## src/shared/adcrc_pkg.sv

```systemverilog
package adcrc_pkg;
    // ==========================================================
    // register map (byte addresses, one aligned word each)
    localparam logic [7:0] ADCRC_CTRL_OFS = 8'h00;   // converter_control_reg
    localparam logic [7:0] ADCRC_SC_OFS = 8'h04;     // conv_status_control_reg
    localparam logic [7:0] ADCRC_RH_OFS = 8'h08;     // result_high_reg
    localparam logic [7:0] ADCRC_RL_OFS = 8'h0c;     // result_low_reg
    localparam logic [7:0] ADCRC_PE_OFS = 8'h10;     // input_pin_enable_reg
    // ==========================================================
    // field positions
    localparam int ADCRC_PU_BIT = 7;     // converter_power_up in control reg
    localparam int ADCRC_IE_BIT = 6;     // complete_irq_enable in status/control
    localparam int ADCRC_CCF_BIT = 7;    // conversion_done_flag in status/control
    localparam int ADCRC_CH_LSB = 0;     // channel select in status/control
    // ==========================================================
    // reset values
    localparam logic [7:0] ADCRC_CTRL_RST = 8'h00;
    localparam logic [7:0] ADCRC_SC_RST = 8'h00;
    localparam logic [7:0] ADCRC_PE_RST = 8'h00;
    localparam logic [9:0] ADCRC_SAR_RST = 10'h000;
    // ==========================================================
    // timing: conversion length in bus cycles
    localparam int ADCRC_CONV_CYCLES = 28;
    localparam logic [1:0] ADCRC_RESP_OKAY = 2'b00;
    localparam logic [1:0] ADCRC_RESP_SLVERR = 2'b10;

    typedef enum logic [1:0] {
        ADCRC_IDLE = 2'b00,
        ADCRC_CONV = 2'b01,
        ADCRC_DONE = 2'b10
    } adcrc_state_t;

    typedef struct packed {
        logic [9:0] result;
        logic done;
    } adcrc_sar_t;
endpackage : adcrc_pkg

```

## src/core/adcrc_top.sv

```systemverilog
`timescale 1ns/1ps
module adcrc_top #(
    // conversion length in clock cycles, the counter holds up to 63
    parameter int CONV_CYCLES = adcrc_pkg::ADCRC_CONV_CYCLES
) (
    // clock and reset
    input wire logic ref_clk,
    input wire logic rst_n,
    // register bus, write side
    input wire logic [7:0] s_axi_awaddr,
    input wire logic s_axi_awvalid,
    output logic s_axi_awready,
    input wire logic [31:0] s_axi_wdata,
    input wire logic [3:0] s_axi_wstrb,
    input wire logic s_axi_wvalid,
    output logic s_axi_wready,
    output logic [1:0] s_axi_bresp,
    output logic s_axi_bvalid,
    input wire logic s_axi_bready,
    // register bus, read side
    input wire logic [7:0] s_axi_araddr,
    input wire logic s_axi_arvalid,
    output logic s_axi_arready,
    output logic [31:0] s_axi_rdata,
    output logic [1:0] s_axi_rresp,
    output logic s_axi_rvalid,
    input wire logic s_axi_rready,
    // analog side
    input wire logic [9:0] sar_sample,
    // converter side outputs
    output logic converter_power_up,
    output logic conv_busy,
    output logic [2:0] channel_sel,
    output logic [7:0] pin_enable,
    output logic irq
);
    import adcrc_pkg::*;

    // ==========================================================
    // write channel capture
    // address and data may arrive in either order; each ready drops the cycle
    // after its handshake and stays low until the write has been acted on, so
    // a second write can never overwrite a held one
    logic aw_held_q;
    logic w_held_q;
    logic [7:0] awaddr_q;
    logic [31:0] wdata_q;
    logic [3:0] wstrb_q;
    logic wr_fire;
    // software registers
    logic [7:0] ctrl_q;
    logic [7:0] sc_q;
    logic [7:0] pe_q;
    logic ccf_q;
    // sequencer state
    adcrc_state_t state_q;
    logic [5:0] cnt_q;
    logic [9:0] sar_q;
    logic [9:0] result_q;
    // read channel
    logic rd_fire;
    logic [7:0] araddr_q;
    logic ar_held_q;

    // address decode on word boundaries; the two low address bits are ignored
    // so byte offsets within a word reach the same register
    function automatic logic hit(input logic [7:0] a, input logic [7:0] ofs);
        hit = (a[7:2] == ofs[7:2]);
    endfunction : hit

    // a write is acted on once both halves are held and the previous response
    // has been taken
    assign wr_fire = aw_held_q && w_held_q && !s_axi_bvalid;

    // address and data accepted independently, held until the pair completes
    always_ff @(posedge ref_clk or negedge rst_n) begin
        if (!rst_n) begin
            aw_held_q <= 1'b0;
            w_held_q <= 1'b0;
            awaddr_q <= 8'h00;
            wdata_q <= 32'h0000_0000;
            wstrb_q <= 4'h0;
            s_axi_awready <= 1'b0;
            s_axi_wready <= 1'b0;
        end else begin
            s_axi_awready <= !aw_held_q && !(s_axi_awvalid && s_axi_awready);
            s_axi_wready <= !w_held_q && !(s_axi_wvalid && s_axi_wready);
            if (s_axi_awvalid && s_axi_awready) begin
                aw_held_q <= 1'b1;
                awaddr_q <= s_axi_awaddr;
            end else if (wr_fire) begin
                aw_held_q <= 1'b0;
            end
            if (s_axi_wvalid && s_axi_wready) begin
                w_held_q <= 1'b1;
                wdata_q <= s_axi_wdata;
                wstrb_q <= s_axi_wstrb;
            end else if (wr_fire) begin
                w_held_q <= 1'b0;
            end
        end
    end

    // write response, unmapped address answered with slverr
    // the response is held until the master takes it, blocking the next write
    always_ff @(posedge ref_clk or negedge rst_n) begin
        if (!rst_n) begin
            s_axi_bvalid <= 1'b0;
            s_axi_bresp <= ADCRC_RESP_OKAY;
        end else if (wr_fire) begin
            s_axi_bvalid <= 1'b1;
            s_axi_bresp <= (hit(awaddr_q, ADCRC_CTRL_OFS) || hit(awaddr_q, ADCRC_SC_OFS) ||
                            hit(awaddr_q, ADCRC_PE_OFS)) ? ADCRC_RESP_OKAY : ADCRC_RESP_SLVERR;
        end else if (s_axi_bready) begin
            s_axi_bvalid <= 1'b0;
        end
    end

    logic wr_ctrl;
    logic wr_sc;
    logic wr_pe;
    // one strobe per register, each only when byte lane 0 is written
    assign wr_ctrl = wr_fire && hit(awaddr_q, ADCRC_CTRL_OFS) && wstrb_q[0];
    assign wr_sc = wr_fire && hit(awaddr_q, ADCRC_SC_OFS) && wstrb_q[0];
    assign wr_pe = wr_fire && hit(awaddr_q, ADCRC_PE_OFS) && wstrb_q[0];

    // ==========================================================
    // software registers; power-up bit only gates, never reinitializes
    // only byte lane 0 carries register bits; a write without it is answered
    // but leaves every register and the sequencer alone
    always_ff @(posedge ref_clk or negedge rst_n) begin
        if (!rst_n) begin
            ctrl_q <= ADCRC_CTRL_RST;
            sc_q <= ADCRC_SC_RST;
            pe_q <= ADCRC_PE_RST;
        end else begin
            if (wr_ctrl) begin
                ctrl_q <= wdata_q[7:0];
            end
            if (wr_sc) begin
                sc_q <= wdata_q[7:0];
            end
            if (wr_pe) begin
                pe_q <= wdata_q[7:0];
            end
        end
    end

    // ==========================================================
    // conversion sequencer
    // idle: waits for a status/control write while powered up
    // conv: counts the conversion time; any other register write abandons it,
    //       and so does losing power
    // done: one cycle in which the result moves over and the flag is set
    // a status/control write during conv restarts the count in place, so the
    // old conversion never reaches done and never sets the flag
    always_ff @(posedge ref_clk or negedge rst_n) begin
        if (!rst_n) begin
            state_q <= ADCRC_IDLE;
            cnt_q <= 6'h00;
            sar_q <= ADCRC_SAR_RST;
        end else begin
            case (state_q)
                ADCRC_IDLE: begin
                    // a write while powered down starts nothing
                    if (wr_sc && ctrl_q[ADCRC_PU_BIT]) begin
                        state_q <= ADCRC_CONV;
                        cnt_q <= 6'h00;
                    end
                end
                ADCRC_CONV: begin
                    if (wr_sc && ctrl_q[ADCRC_PU_BIT]) begin
                        cnt_q <= 6'h00;
                    // any other register write, or power removed, abandons it
                    end else if (wr_ctrl || wr_pe || wr_sc || !ctrl_q[ADCRC_PU_BIT]) begin
                        state_q <= ADCRC_IDLE;
                    // last cycle: capture the analog value
                    end else if (cnt_q == 6'(CONV_CYCLES - 1)) begin
                        state_q <= ADCRC_DONE;
                        sar_q <= sar_sample;
                    end else begin
                        cnt_q <= cnt_q + 6'h01;
                    end
                end
                ADCRC_DONE: begin
                    // flag and result are updated from this state
                    state_q <= ADCRC_IDLE;
                end
                default: begin
                    state_q <= ADCRC_IDLE;
                end
            endcase
        end
    end

    // result moves from sar to result register on completion
    // the result register only changes in done, so software reading it while a
    // new conversion runs sees the previous complete value
    always_ff @(posedge ref_clk or negedge rst_n) begin
        if (!rst_n) begin
            result_q <= ADCRC_SAR_RST;
        end else if (state_q == ADCRC_DONE) begin
            result_q <= sar_q;
        end
    end

    // ==========================================================
    // done flag: completion set wins over any clear in the same cycle
    // a clear that coincides with completion is lost on purpose: dropping the
    // set would hide a finished conversion from polling software
    logic rd_result;
    assign rd_result = rd_fire && (hit(araddr_q, ADCRC_RH_OFS) || hit(araddr_q, ADCRC_RL_OFS));

    always_ff @(posedge ref_clk or negedge rst_n) begin
        if (!rst_n) begin
            ccf_q <= 1'b0;
        end else if (state_q == ADCRC_DONE) begin
            ccf_q <= 1'b1;
        end else if (wr_sc || rd_result) begin
            ccf_q <= 1'b0;
        end
    end

    // ==========================================================
    // read channel, one cycle of decode then data
    // reading a result register clears the done flag in the cycle the data is
    // latched, so software always gets the value that belonged to the flag
    assign rd_fire = ar_held_q && !s_axi_rvalid;

    always_ff @(posedge ref_clk or negedge rst_n) begin
        if (!rst_n) begin
            ar_held_q <= 1'b0;
            araddr_q <= 8'h00;
            s_axi_arready <= 1'b0;
        end else begin
            s_axi_arready <= !ar_held_q && !(s_axi_arvalid && s_axi_arready);
            if (s_axi_arvalid && s_axi_arready) begin
                ar_held_q <= 1'b1;
                araddr_q <= s_axi_araddr;
            end else if (rd_fire) begin
                ar_held_q <= 1'b0;
            end
        end
    end

    always_ff @(posedge ref_clk or negedge rst_n) begin
        if (!rst_n) begin
            s_axi_rvalid <= 1'b0;
            s_axi_rdata <= 32'h0000_0000;
            s_axi_rresp <= ADCRC_RESP_OKAY;
        end else if (rd_fire) begin
            s_axi_rvalid <= 1'b1;
            s_axi_rresp <= ADCRC_RESP_OKAY;
            // unused upper bits read as zero, unmapped offsets as slverr
            if (hit(araddr_q, ADCRC_CTRL_OFS)) begin
                s_axi_rdata <= {24'h000000, ctrl_q};
            end else if (hit(araddr_q, ADCRC_SC_OFS)) begin
                s_axi_rdata <= {24'h000000, ccf_q, sc_q[6:0]};
            end else if (hit(araddr_q, ADCRC_RH_OFS)) begin
                s_axi_rdata <= {30'h0000_0000, result_q[9:8]};
            end else if (hit(araddr_q, ADCRC_RL_OFS)) begin
                s_axi_rdata <= {24'h000000, result_q[7:0]};
            end else if (hit(araddr_q, ADCRC_PE_OFS)) begin
                s_axi_rdata <= {24'h000000, pe_q};
            end else begin
                s_axi_rdata <= 32'h0000_0000;
                s_axi_rresp <= ADCRC_RESP_SLVERR;
            end
        end else if (s_axi_rready) begin
            s_axi_rvalid <= 1'b0;
        end
    end

    // ==========================================================
    // registered outputs
    // interrupt request: follows the done flag while enabled, and drops in the
    // same cycle as a clearing access so it never outlives the flag
    always_ff @(posedge ref_clk or negedge rst_n) begin
        if (!rst_n) begin
            irq <= 1'b0;
        end else begin
            irq <= sc_q[ADCRC_IE_BIT] && (ccf_q || state_q == ADCRC_DONE) &&
                   !((wr_sc || rd_result) && state_q != ADCRC_DONE);
        end
    end

    // power-up level to the analog side, one cycle behind the control bit;
    // the sequencer itself reads the control bit directly
    always_ff @(posedge ref_clk or negedge rst_n) begin
        if (!rst_n) begin
            converter_power_up <= 1'b0;
        end else begin
            converter_power_up <= ctrl_q[ADCRC_PU_BIT];
        end
    end

    // busy level, one cycle behind the sequencer state
    // it is still high during the done cycle and low from the cycle after
    always_ff @(posedge ref_clk or negedge rst_n) begin
        if (!rst_n) begin
            conv_busy <= 1'b0;
        end else begin
            conv_busy <= (state_q == ADCRC_CONV);
        end
    end

    // channel select to the input multiplexer
    // it may change during a conversion; the value sampled at the end counts
    always_ff @(posedge ref_clk or negedge rst_n) begin
        if (!rst_n) begin
            channel_sel <= 3'h0;
        end else begin
            channel_sel <= sc_q[ADCRC_CH_LSB +: 3];
        end
    end

    // pin enables to the input pads
    // copied straight from the pin-enable register
    always_ff @(posedge ref_clk or negedge rst_n) begin
        if (!rst_n) begin
            pin_enable <= 8'h00;
        end else begin
            pin_enable <= pe_q;
        end
    end
endmodule : adcrc_top

```

## config.mk

```make
export PLATFORM = sky130hd
export DESIGN_NAME = adcrc_top
export DESIGN_NICKNAME = d
export VERILOG_FILES = /design/src/shared/adcrc_pkg.sv /design/src/core/adcrc_top.sv
export SDC_FILE = /design/constraint.sdc
export NUM_CORES = 1
export LEC_CHECK = 0
export BUFFER_PORTS_ARGS = -buffer_cell sky130_fd_sc_hd__clkbuf_2
export CAP_MARGIN = 20
export CORE_MARGIN = 2
export CORE_UTILIZATION = 45
export DETAILED_ROUTE_END_ITERATION = 10
export PLACE_DENSITY = 0.69
export SYNTH_ARGS = -nofsm -noshare
export SYNTH_HDL_FRONTEND = slang
export SYNTH_SLANG_ARGS = --single-unit
```

## constraint.sdc

```tcl
create_clock -name ref_clk -period 2.4 [get_ports ref_clk]
set_input_delay 0.48 -clock ref_clk [delete_from_list [all_inputs] [get_ports ref_clk]]
set_output_delay 0.48 -clock ref_clk [all_outputs]
set_load 0.05 [all_outputs]
```

# Word level (Yosys, flattened, before mapping)
# Index checks and enable logic that the tools add are counted.
[op_classes] n_eq_ne=15 n_reduce_logical=51 bitwise_logic=2 mux=32 n_addsub=1
[ops] cell="two-way mux 8 bit" count=5
[ops] cell="two-way mux 6 bit" count=4
[ops] cell="logical AND 1 bit" count=20
[ops] cell="two-way mux 2 bit" count=10
[ops] cell="nonzero test 2 bit" count=7
[ops] cell="== test 6 x 1 -> 1 bit, second input constant" count=2
[ops] cell="== test 6 x 2 -> 1 bit, second input constant" count=2
[ops] cell="== test 6 x 3 -> 1 bit, second input constant" count=2
[ops] cell="logical NOT 6 bit" count=2
[ops] cell="one-hot mux 6 bit (2 select lines)" count=1
[ops] cell="two-way mux 1 bit" count=11
[ops] cell="logical NOT 1 bit" count=10
[ops] cell="inequality test 3 bit, second input constant" count=3
[ops] cell="logical OR 1 bit" count=8
[ops] cell="AND reduction 4 bit" count=2
[ops] cell="adder 6 x 1 -> 6 bit, second input constant" count=1
[ops] cell="== test 6 x 5 -> 1 bit, second input constant" count=1
[ops] cell="inequality test 2 bit, second input constant" count=3
[ops] cell="one-hot mux 2 bit (2 select lines)" count=1
[ops] cell="AND reduction 3 bit" count=1
[ops] cell="== test 2 x 1 -> 1 bit, second input constant" count=1
[ops] cell="== test 2 bit, second input constant" count=1
[ops] cell="logical NOT 2 bit" count=1
[ops] cell="NOT 1 bit" count=2
[word_totals] input_bits=69 reg_bits=135 output_inout_bits=55 wordCells=129

# Longest topological paths before layout
[depth] ltp_word=10 mapped_depth=6 mapped_depth_nobuf=4

# Worst setup path after synthesis
# Ideal clock, no wire load.
[synth_path] kind="reg2reg" from="reg s_axi_bvalid" to="reg pe_q[0]" path_slack_ps=411 setup_ps=125 arrival_time_ps=1864 t_required_ps=2275 stages_incl_launch_ff=6 n_path_buf=1 period_less_slack_ps=1989 cell_sequence="dfrtp_1 -> nand4b_1 -> nor3_4 -> and2_4 -> buf_12 -> mux2_4"
[synth_via] elab_chain_len=4
[synth_lines] item="start, declared" line="adcrc_top.sv:18" source="output logic s_axi_bvalid,"
[synth_lines] item="start signal, assigned" line="adcrc_top.sv:108" source="s_axi_bvalid <= 1'b0;"
[synth_lines] item="start signal, assigned" line="adcrc_top.sv:111" source="s_axi_bvalid <= 1'b1;"
[synth_lines] item="start signal, assigned" line="adcrc_top.sv:115" source="s_axi_bvalid <= 1'b0;"
[synth_lines] item="logical NOT 1 bit" line="adcrc_top.sv:73" source="assign wr_fire = aw_held_q && w_held_q && !s_axi_bvalid;"
[synth_lines] item="logical AND 1 bit" line="adcrc_top.sv:73"
[synth_lines] item="logical AND 1 bit (2 in a row)" line="adcrc_top.sv:125" source="assign wr_pe = wr_fire && hit(awaddr_q, ADCRC_PE_OFS) && wstrb_q[0];"
[synth_lines] item="end signal, assigned" line="adcrc_top.sv:144" source="pe_q <= wdata_q[7:0];"
[synth_lines] item="end, declared" line="adcrc_top.sv:53" source="logic [7:0] pe_q;"
# No other way between the ends.
# A chain may end at the register's enable or synchronous reset.

# Worst setup path after layout
[layout_path] from="reg cnt_q[0]" to="reg sar_q[5]"
[layout_via] elab_chain_len=2
[layout_lines] item="start, declared" line="adcrc_top.sv:57" source="logic [5:0] cnt_q;"
[layout_lines] item="start signal, assigned" line="adcrc_top.sv:182" source="cnt_q <= cnt_q + 6'h01;"
[layout_lines] item="== test 6 x 5 -> 1 bit" line="adcrc_top.sv:178" source="end else if (cnt_q == 6'(CONV_CYCLES - 1)) begin"
[layout_lines] item="AND reduction 4 bit (no line)"
[layout_lines] item="end signal, assigned" line="adcrc_top.sv:180" source="sar_q <= sar_sample;"
[layout_lines] item="end, declared" line="adcrc_top.sv:58" source="logic [9:0] sar_q;"
# No other way between the ends.

==> results.tsv <==
metric	value	unit
yosysMostFrequentCell	dfrtp_1	
die_h	103.2	um
insertedDiodeCount	0	
status	completed	
core_region_area	9639	um2
ys_types	46	
clk_pin_slew	110	ps
dieArea	10650	um2
area_growth	14.72	%
grt_max_degree	45	
drive_above_1_share	0.4068	
setup_viol	0	
async_flop_share	1.000	
min_period	1998	ps
syn_inst	332	
overflow	0	
synth.area.top_cells	dfrtp_1, mux2_2, buf_4	
drc	0	
rows	36	
grt_setup_unrepaired	false	
drt_first_pass_iters	4	
power.density	1137	nW/um2
cp_data_required_time	2650	ps
postCtsSetupBuffers	0	
leakage	2.475	nW
ctsHtreeMaxLevel	3	
combPwrFrac	0.317	
syn_area	4428	um2
gp_congestion	0.8384	
netlist_top_cells_count	dfrtp_1, mux2_2, buf_4, nand2_1, o21ai_0	
ctsRootBufferMaster	clkbuf_8	
tns	0	ps
port_buffers	66	
clkPwrFrac	0.215	
synth_top_area_share	0.5934	
power_switching	2.268	mW
slew_violations	0	
setup_slack	401.7	ps
ant_nets	0	
drv_cap	0	
cts-buffers-inserted	9	
synth-seq-cells	105	
irDropWorstVdd	0.5852	mV
initial_core_util	0.4594	
worst-r2r-setup-slack	400	ps
worst_pin_slew	574.0	ps
vias_per_cell	5.013	
synth_top_area_cell	dfrtp_1	
track_usage	0.1638	
avgSynthCellArea	13.34	um2
num_vias	2737	
yosysSeqAreaShare	0.5934	
fin_skew	8.904	ps
r2r_cells	4	
start_kind	flop	
max_clock_freq	500.4	MHz
cts_tree	built	
worst_r2r_endpoint	sar_q[5]	
cp_max_fo	11	
fin_crit_sh	0.8326	
dp_hpwl	6165	um
crit_arrival	2250	ps
hp-class	primary input to async pin	
dp_slack	375.3	ps
startpoint	cnt_q[0]	
die_x	103.2	um
setup.worst_path.end_class	flop	
max-clock-path-buffers	2	
clk_latency	370	ps
routedWlPerCell	15.20	um
wirelength	8301	um
internal_power	3.509	mW
grt_pass1_wl	13260	um
synth-edff-count	0	
nets	478	
regToRegStartpoint	cnt_q[0]	
drtIter0Drc	171	
ctsResizeCount	0	
synth_ff_type	dfrtp_1	
grt_antenna_before_repair	0	
cts_sinks	105	
max_slew_margin	0.6165	
grt_pass1_vias	2618	
io_pins	124	
ctsHoldBuffers	0	
sw_frac_of_total	0.3926	
worstSetupPathType	flop to flop	
seqPwrFrac	0.467	
yosys_warnings	0	
crit_path_end	sar_q[5]	
finalHoldViolations	0	
-- flip-flops by register name, summed over array words and instances (netlist names), 2 cells and up --
signal,flops
wdata_q,8
state_q,2
pin_enable,8
result_q,10
s_axi_rdata,8
sar_q,10
channel_sel,3
pe_q,8
araddr_q,6
sc_q,7
awaddr_q,6
ctrl_q,8
cnt_q,6
-- stage by stage --
step | utilization | instances | hold WS (ps) | cell area (um2) | total power, mW
6_report | 0.5270 | 546 | 73.65 | 5080 | 5.777
5_1_grt | 0.5270 | 546 | 104.7 | 5080 | 6.094
4_1_cts | 0.5270 | 546 | 89.43 | 5080 | 5.818
3_5_place_dp | 0.5030 | 530 | 388.4 | 4848 | 4.585
3_3_place_gp | 0.5030 | 530 | 390.4 | 4848 | 4.508
2_1_floorplan | - | 357 | 184.4 | 4522 | 4.071
-- critical path, stage by stage (launching register included) --
cell     delay, ps
dfrtp_1        410
ha_1           200
nor4b_2        410
nand2_1        450
mux2_2         410
-- cell usage in the layout, fill, tap and decap left out, drive strengths merged, types with 3 or more instances in the layout --
cell type	count
dfrtp	105
clkbuf	74
mux2	66
conb	26
nand2	22
o21ai	14
a21oi	10
inv	10
buf	9
o22ai	8
nor2b	7
a31oi	7
nand3	5
nand4	4
nor3	4
a21boi	3
nor2	3
nor4	3
or3	3
-- cell families after synthesis --
family / Yosys count / synth area share
buf+inv: 40 / 0.06047
mux: 67 / 0.1769
fa+ha+maj: 1 / 0.002825
other cells: 1 / 0.0008469
compound gates: 53 / 0.07573
simple gates: 65 / 0.08986
flops: 105 / 0.5934
-- routing by layer --
layer  GRT usage  up-vias  wire [um]
met4     0.06275        0        177
met5           0        -          0
met2      0.2527       69       3927
met1      0.2313     1354       3879
met3     0.03226       15        317
li1            -     1299          -
-- worst min path at each step --
stage,to,slack [ps],depth (start not counted)
after floorplan,ar_held_q,180,0
after global placement,channel_sel[0],390,0
after detailed placement,pin_enable[6],390,0
after CTS,channel_sel[1],90,1
after global routing,pin_enable[1],100,1
final,channel_sel[1],70,1
-- power groups by stage --
| stage | Sequential (mW) | Combinational, mW | Clock, mW |
|---|---|---|---|
| finish | 2.70 | 1.83 | 1.24 |
| global route | 2.78 | 1.97 | 1.35 |
| CTS | 2.70 | 1.85 | 1.26 |
| detailed placement | 2.74 | 1.85 | 0 |
| global placement | 2.71 | 1.80 | 0 |
| floorplan | 3.19 | 0.885 | 0 |
-- final cells by class --
cell class              instances  area [um2]
multi-input cells             212        1627
fillers                       860        4559
well taps                     133       166.4
flip-flops and latches        105        2628
repair buffers                 74       405.4
clock inverters                 7       107.6
inverters                       6       22.52
clock buffers                   9       123.9
(Power assumes the default switching activity.)
